<file path="src/rtl/cfg_loader_pkg.sv">
// Purpose: constants for the configuration word one loader
// Assumes: program flash answers a word read with a fixed latency
// Notes: word address is in program address units
// Behaviour
// every reset reloads all configuration latches from flash before operation resumes; the loader fetches only word one, word two is not read
// word one fetched from top program address, word two two units below
// programmer should fill upper byte of both words with ones
// upper byte and bit 5 read back as one; writes there do nothing
// programmer writes zero to reserved bit 15
// bit 14 one enables the boundary-scan port, zero disables it
// bit 13 zero protects the whole program memory
// bit 12 zero blocks program memory writes
// bit 11 zero starts in background debug mode, one operational
// programmer keeps reserved bit 10 at one
// bits 9-8 route emulator pins: 11 pair1, 10 pair2, 01 pair3, 00 reserved
// bit 7 one runs the watchdog, zero disables it
// bit 6 zero selects windowed watchdog, which needs bit 7 set
// bit 4 one selects prescale 128, zero selects 32
// bits 3-0 give postscale two to the field value
// fields program once and read as one while unprogrammed
// application should reserve the configuration word addresses
// packed flash data copied into distributed latches during each reset
// loaded values hold steady until next reset; run-time writes ignored
package cfg_loader_pkg;
  localparam int ADDR_W = 24;
  localparam int WORD_W = 24;
  localparam logic [ADDR_W-1:0] WORD_ONE_ADDR = 24'h00ABFE;
  localparam logic [ADDR_W-1:0] WORD_TWO_STEP = 24'h000002;
  localparam logic [WORD_W-1:0] UNPROG_WORD = 24'hFFFFFF;
  localparam logic [WORD_W-1:0] FORCE_ONE_MASK = 24'hFF0020;
  localparam int POS_SCAN = 14;
  localparam int POS_CODE_PROT = 13;
  localparam int POS_WRITE_PROT = 12;
  localparam int POS_DEBUG = 11;
  localparam int POS_EMU_HI = 9;
  localparam int POS_EMU_LO = 8;
  localparam int POS_WDT_ON = 7;
  localparam int POS_WIN_OFF = 6;
  localparam int POS_PRESCALE = 4;
  localparam int POS_POST_HI = 3;
  localparam int POS_POST_LO = 0;
  localparam logic [1:0] EMU_PAIR1 = 2'h3;
  localparam logic [1:0] EMU_PAIR2 = 2'h2;
  localparam logic [1:0] EMU_PAIR3 = 2'h1;
  localparam logic [7:0] PRESCALE_HI = 8'h80;
  localparam logic [7:0] PRESCALE_LO = 8'h20;
  localparam int READ_LAT = 2;
  typedef enum logic [1:0] {ST_REQ, ST_WAIT, ST_DONE} load_state_t;
endpackage

</file>
<file path="src/rtl/cfg_field_decode.sv">
// Purpose: decode latched configuration word one into control outputs
// Assumes: word already has unimplemented bits forced to one
// Notes: purely combinational
module cfg_field_decode
  import cfg_loader_pkg::*;
(
  input wire logic [WORD_W-1:0] word_i,
  output logic boundary_scan_port_on_o,
  output logic code_protect_on_o,
  output logic program_write_block_o,
  output logic debug_mode_o,
  output logic [2:0] emulator_pair_onehot_o,
  output logic emulator_sel_reserved_o,
  output logic watchdog_on_o,
  output logic watchdog_window_o,
  output logic [7:0] watchdog_prescale_o,
  output logic [15:0] watchdog_postscale_o
);
  wire [1:0] emulator_pin_pair_sel = word_i[POS_EMU_HI:POS_EMU_LO];
  wire [3:0] watchdog_postscale_sel = word_i[POS_POST_HI:POS_POST_LO];
  assign boundary_scan_port_on_o = word_i[POS_SCAN];
  assign code_protect_on_o = ~word_i[POS_CODE_PROT];
  assign program_write_block_o = ~word_i[POS_WRITE_PROT];
  assign debug_mode_o = ~word_i[POS_DEBUG];
  assign emulator_pair_onehot_o = {emulator_pin_pair_sel == EMU_PAIR3,
                                   emulator_pin_pair_sel == EMU_PAIR2,
                                   emulator_pin_pair_sel == EMU_PAIR1};
  assign emulator_sel_reserved_o = (emulator_pin_pair_sel == 2'h0);
  assign watchdog_on_o = word_i[POS_WDT_ON];
  // windowed only counts when the watchdog runs at all
  assign watchdog_window_o = ~word_i[POS_WIN_OFF] & word_i[POS_WDT_ON];
  assign watchdog_prescale_o = word_i[POS_PRESCALE] ? PRESCALE_HI : PRESCALE_LO;
  // output holds the power-of-two exponent decode minus one: ratio = value + 1
  assign watchdog_postscale_o = 16'((17'h1 << watchdog_postscale_sel) - 17'h1);
endmodule

</file>
<file path="src/rtl/flash_config_word_one_loader.sv">
// Purpose: fetch configuration word one from program flash at every reset and hold it
// Assumes: flash read data valid READ_LAT cycles after a read strobe
// Notes: any reset source must drive rst_b_i low
module flash_config_word_one_loader
  import cfg_loader_pkg::*;
#(
  parameter logic [ADDR_W-1:0] TOP_WORD_ADDR = WORD_ONE_ADDR
) (
  input wire logic core_clk_i,
  input wire logic rst_b_i,
  input wire logic clk_en_i,
  output logic flash_rd_o,
  output logic [ADDR_W-1:0] flash_addr_o,
  input wire logic [WORD_W-1:0] flash_rdata_i,
  output logic load_done_o,
  output logic [ADDR_W-1:0] word_two_addr_o,
  output logic [WORD_W-1:0] config_word_one_o,
  output logic boundary_scan_port_on_o,
  output logic code_protect_on_o,
  output logic program_write_block_o,
  output logic debug_mode_o,
  output logic [2:0] emulator_pair_onehot_o,
  output logic emulator_sel_reserved_o,
  output logic watchdog_on_o,
  output logic watchdog_window_o,
  output logic [7:0] watchdog_prescale_o,
  output logic [15:0] watchdog_postscale_o
);
  ////////////////////////////////////////////////////////////////////////
  logic rst_meta_b;
  logic rst_sync_b;
  always_ff @(posedge core_clk_i or negedge rst_b_i) begin
    if (!rst_b_i) begin
      rst_meta_b <= 1'b0;
      rst_sync_b <= 1'b0;
    end else begin
      rst_meta_b <= 1'b1;
      rst_sync_b <= rst_meta_b;
    end
  end
  ////////////////////////////////////////////////////////////////////////
  load_state_t state;
  load_state_t next_state;
  logic [1:0] wait_cnt;
  logic [WORD_W-1:0] config_word_one;
  wire wait_over = (wait_cnt == 2'(READ_LAT - 1));
  wire capture = (state == ST_WAIT) && wait_over;
  always_comb begin
    next_state = state;
    unique case (state)
      ST_REQ: next_state = ST_WAIT;
      ST_WAIT: if (wait_over) next_state = ST_DONE;
      ST_DONE: next_state = ST_DONE;
    endcase
  end
  // every reset restarts the fetch, latches go unprogrammed meanwhile
  always_ff @(posedge core_clk_i or negedge rst_sync_b) begin
    if (!rst_sync_b) begin
      state <= ST_REQ;
      wait_cnt <= 2'h0;
      config_word_one <= UNPROG_WORD;
    end else if (clk_en_i) begin
      state <= next_state;
      wait_cnt <= (state == ST_WAIT) ? wait_cnt + 2'h1 : 2'h0;
      // only written once per reset; nothing else can write it
      if (capture) config_word_one <= flash_rdata_i | FORCE_ONE_MASK;
    end
  end
  assign flash_rd_o = (state == ST_REQ);
  assign flash_addr_o = TOP_WORD_ADDR;
  assign word_two_addr_o = TOP_WORD_ADDR - WORD_TWO_STEP;
  assign load_done_o = (state == ST_DONE);
  assign config_word_one_o = config_word_one;
  ////////////////////////////////////////////////////////////////////////
  cfg_field_decode u_decode (
    .word_i(config_word_one),
    .boundary_scan_port_on_o(boundary_scan_port_on_o),
    .code_protect_on_o(code_protect_on_o),
    .program_write_block_o(program_write_block_o),
    .debug_mode_o(debug_mode_o),
    .emulator_pair_onehot_o(emulator_pair_onehot_o),
    .emulator_sel_reserved_o(emulator_sel_reserved_o),
    .watchdog_on_o(watchdog_on_o),
    .watchdog_window_o(watchdog_window_o),
    .watchdog_prescale_o(watchdog_prescale_o),
    .watchdog_postscale_o(watchdog_postscale_o)
  );
endmodule

</file>
<file path="config.mk">
export PLATFORM = sky130hd
export DESIGN_NAME = flash_config_word_one_loader
export DESIGN_NICKNAME = d
export VERILOG_FILES = /design/src/rtl/cfg_loader_pkg.sv /design/src/rtl/cfg_field_decode.sv /design/src/rtl/flash_config_word_one_loader.sv
export SDC_FILE = /design/constraint.sdc
export NUM_CORES = 1
export LEC_CHECK = 0
export BUFFER_PORTS_ARGS = -buffer_cell sky130_fd_sc_hd__buf_2
export CAP_MARGIN = 20
export CORE_UTILIZATION = 34
export DETAILED_ROUTE_END_ITERATION = 8
export PLACE_DENSITY_LB_ADDON = 0.15
export SYNTH_ARGS = -nofsm -noshare
export SYNTH_HDL_FRONTEND = slang
export SYNTH_SLANG_ARGS = --single-unit
</file>
<file path="constraint.sdc">
create_clock -name core_clk_i -period 4.7 [get_ports core_clk_i]
set_input_delay 0.47 -clock core_clk_i [delete_from_list [all_inputs] [get_ports core_clk_i]]
set_output_delay 0.47 -clock core_clk_i [all_outputs]
set_load 0.02 [all_outputs]
</file>
Word-level counts from Yosys, hierarchy flattened

Index checks and enable logic that the tools add are counted.

Add/sub/neg operators: 2
Equal/unequal tests: 7
Shifts and indexed selects: 1
Muxes and demuxes: 4
Bitwise gates (word level): 5
Reduce and logical (&&, ||, !) cells: 5

Operators by type and width:

| cell                    | count |
|---|---|
| $shl A1 B4 Y16 const A  | 1 |
| $sub A16 B1 Y16 const B | 1 |
| $mux W8                 | 1 |
| $eq A2 B1 Y1 const B    | 3 |
| $eq A2 B2 Y1 const B    | 3 |
| $pmux W2 S3             | 1 |
| $logic_not A2 Y1        | 2 |
| $mux W2                 | 2 |
| $not A1 Y1              | 4 |
| $reduce_and A2 Y1       | 2 |
| $add A2 B1 Y2 const B   | 1 |
| $ne A2 B2 Y1 const B    | 1 |
| $and A1 B1 Y1           | 1 |
| $logic_and A1 B1 Y1     | 1 |

Register bits: 21
Input port bits: 27
Output and inout bits: 108

Longest topological paths before layout

Word-level depth: 3
Gate-level depth with buffers: 9
Mapped depth without buffers: 7

Hierarchy

A second synthesis with hierarchy kept.

Cells, all modules: 170
Area total of the unflattened synthesis: 1,717.9 um^2

Modules (own cells, without submodules):

| module                       | instances | cells each | area an instance (um^2) | seq. area each (um^2) |
|---|---|---|---|---|
| flash_config_word_one_loader | 1         | 112        | 1,338.8                 | 544.3 |
| cfg_field_decode             | 1         | 58         | 379.1                   | 0.0 |

Worst setup path before layout

Ideal clock, no wire load.

Path type: register -> output
From: reg config_word_one[2], in the netlist config_word_one_o[2]
To: out watchdog_postscale_o[10]
Data arrival time: 2,269 ps
Data required time: 4,230 ps
Path slack: 1,961 ps
Stages on the path, launching flop included: 9
Cells stage by stage: dfstp_2 -> buf_6 -> or2_4 -> or3_1 -> ha_1 -> buf_2 -> nor4bb_1 -> a21oi_1 -> o22ai_1

Word-level cells in the longest chain between the ends: 2

RTL lines:

| what                     | line                               | RTL |
|---|---|---|
| start: declaration       | flash_config_word_one_loader.sv:45 | `logic [WORD_W-1:0] config_word_one;` |
| start signal: assignment | flash_config_word_one_loader.sv:66 | `if (capture) config_word_one <= flash_rdata_i \| FORCE_ONE_MASK;` |
| $shl A1 B4 Y16           | cfg_field_decode.sv:34             | `assign watchdog_postscale_o = 16'((17'h1 << watchdog_postscale_sel) - 17'h1);` |
| $sub A16 B1 Y16          | cfg_field_decode.sv:34             |  |
| end: declaration         | flash_config_word_one_loader.sv:27 | `output logic [15:0] watchdog_postscale_o` |

Every way passes these cells.

Final worst setup path

From: reg config_word_one[3], in the netlist config_word_one_o[3]
To: out watchdog_postscale_o[10]

Same word-level chain as after synthesis.

==> flow_summary.yaml <==
floorplanning:
  pin_count: 135
  dieArea_um2: 5230
  die_width_um: 72.3
  start_util: 0.353
  row_count: 25
  die_h_um: 72.3
  coreArea_um2: 4750
placed_design:
  dpl_cell_area_um2: 1750
  dp_cells: 283
  hpwl_mm: 1.88
  io_buffers: 61
  gp_congestion: 0.644
cells_and_area:
  fillers: 513
  fin_area_um2: 1810
  utilization: 0.380
  area_delta_synth_final_pct: 7.52
  finalNetCount: 254
  num_antenna_cells: 0
  drive_above_1_share: 0.457
  final_cells: 288
timing:
  relSlewSlack: 0.486
  tightestPinTransition_ns: 0.772
  drv_slew: 0
  fmax_mhz: 360
  fin_skew_ns: 0.00592
  fin_crit_sh: 0.591
  finalCriticalPeriod_ns: 2.78
  setup_viol: 0
  finalHoldViolCount: 0
  grt_setup_unrepaired: "false"
  setup_tns_ns: 0
detailed_routing:
  post_drt_via_cell_ratio: 3.69
  antenna_left: 0
  drt_wl_total_mm: 2.50
  wl_per_cell_um: 8.69
  drc: 0
  drtIter0Drc: 29
  dr.pass1.iters: 3
  vias: 1062
outcome:
  status: "finished clean"
clock_network:
  cts_tree: "yes"
  ctsHoldBuffers: 1
  htree_levels: 1
  clockRootBuffer: "clkbuf_8"
  cts_resized: 0
  path_clk_slew_ns: 0.08
  cts_buffers: 3
  cts_setup_buffers: 0
  clock_path_buffers: 2
  clk_latency_ns: 0.25
  cts.sinks: 21
synthesis:
  yosysUniqueCellTypes: 33
  synth_warnings: 0
  yosysTopAreaCellShare: 0.299
  synth_top_cells_by_area: "buf_4 (30%), dfstp_2 (23%), dfrtp_1 (8.9%)"
  ys_seq_area_frac: 0.324
  netlist_area_um2: 1680
  postSynthCellCount: 166
  synth_area_per_cell_um2: 10.1
  synth_top_area_cell: "buf_4"
  synth-seq-cells: 21
critical_path:
  crit_type: "flop to primary output"
  required_ns: 4.23
  crit_arrival_ns: 2.31
  cp_max_fo: 15
  r2r_cells: 5
  crit_path_start_kind: "flop"
  endpoint_kind: "primary output"
pwr:
  switching_power_mw: 0.661
  p_int_mw: 0.696
  ir_worst_vdd_v: 0.000321
  combPwrFrac: 0.611
  leakage_nw: 1.01
  p_seq_frac: 0.304
  total_power_mw: 1.36
  p_clk_frac: 0.085
  swShare: 0.487
  power_density_nw_per_um2: 751
run:
  cap_violations: 0
min_path:
  hp-class: "flop to async pin"
grt:
  grt_max_degree: 20
  globalRouteTotalUtil: 0.0933
  grt_pass1_vias: 846
  grt_pass1_wl_mm: 3.86
  antenna_found_initial: 0
  grt-ovfl-total: 0
critical path, cell delays in order, from the launching register on:
cell and delay [ns]:
dfstp_2 0.44, or2_4 0.29, or3_1 0.33, ha_1 0.31, nor4bb_1 0.29, a21oi_1 0.06
o22ai_1 0.14, buf_2 0.19
synthesized netlist by cell type (all sizes together):
cell type	count
o22ai	2
and3	1
a22o	1
nor2b	4
o21ai	4
dfstp	15
nand2	4
xor2	1
nor3	1
or3	1
nand3	1
o31a	1
xnor2	1
dfrtp	6
buf	73
a21oi	3
conb	2
or2	1
clkbuf	1
nor3b	1
mux2i	2
inv	9
mux2	16
and2	2
nor2	4
nand2b	2
nor4bb	1
ha	5
o21a	1
per-layer routing:
metal / routed length, um / vias up / track usage
met2: 1130 / 74 / 0.158
met1: 1110 / 483 / 0.116
met3: 255 / 2 / 0.0222
li1: - / 503 / -
met4: 8 / 0 / 0.0327
met5: 0 / - / 0
placed cells by master (no fill, tap or decap):
master	Yosys	final
nor2_1	4	4
and3_1	1	1
nand3_4	1	1
mux2_2	6	6
nor4bb_1	1	1
buf_2	3	61
clkbuf_8	0	3
nand2_1	4	4
clkinv_2	0	1
mux2_4	10	10
mux2i_1	2	2
and2_1	1	1
or2_4	1	1
ha_1	5	5
a21oi_1	3	3
nand2b_1	2	2
nor3_1	1	1
xor2_1	1	1
nor3b_2	1	1
xnor2_1	1	1
a22o_1	1	1
dfstp_2	15	15
and2_2	1	1
o21ai_0	4	4
inv_1	9	9
o22ai_1	2	2
conb_1	2	65
o21a_1	1	1
or3_1	1	1
dlygate4sd3_1	0	1
o31a_2	1	1
dfrtp_1	6	6
nor2b_1	4	4
flip-flops by register name (all words and copies together) (netlist names):
name / flops
wait_cnt: 2
state: 2
config_word_one_o: 15
rst_meta_b: 1
rst_sync_b: 1
through the flow:
stage | setup WS [ns] | hold slack [ns]
floorplan | 1.96 | 0.174
global placement | 2.19 | 0.258
detailed placement | 2.18 | 0.259
CTS | 1.87 | 0.362
global route | 1.73 | 0.373
finish | 1.92 | 0.324
layout make-up:
class / instances / area [um^2] / share of cell area
multi-input cells: 125 / 783 / 0.434
flip-flops and latches: 21 / 544 / 0.301
repair buffers: 62 / 315 / 0.175
well taps: 67 / 83.8 / 0.0464
clock buffers: 3 / 41.3 / 0.0229
inverters: 9 / 33.8 / 0.0187
clock inverters: 1 / 5.00 / 0.00277
kinds of logic after synthesis:
kind of cell / synth area share
xor+xnor: 0.0104
other cells: 0.00447
mux: 0.141
compound gates: 0.0439
fa+ha+maj: 0.0372
simple gates: 0.0879
buf+inv: 0.351
flops: 0.324
power by group through the flow:
stage / clock, mW / sequential (mW) / combinational [mW]
detailed placement: 0 / 0.418 / 0.835
CTS: 0.123 / 0.417 / 0.839
global placement: 0 / 0.421 / 0.833
floorplan: 0 / 0.449 / 0.649
finish: 0.115 / 0.412 / 0.830
global route: 0.130 / 0.435 / 0.898
path summary, 6_finish.rpt:
check                      slack [ns]                        to                 start
max in group asynchronous        3.90                  state[0]            rst_sync_b
min                              0.32               wait_cnt[1]            rst_sync_b
min in group core_clk_i          0.36                rst_sync_b            rst_meta_b
max                              1.92  watchdog_postscale_o[10]  config_word_one_o[3]
min reg2reg                      0.32               wait_cnt[1]            rst_sync_b
max reg2reg                      3.15                  state[1]              state[1]
Note: power is estimated with default switching activity, not from simulation.
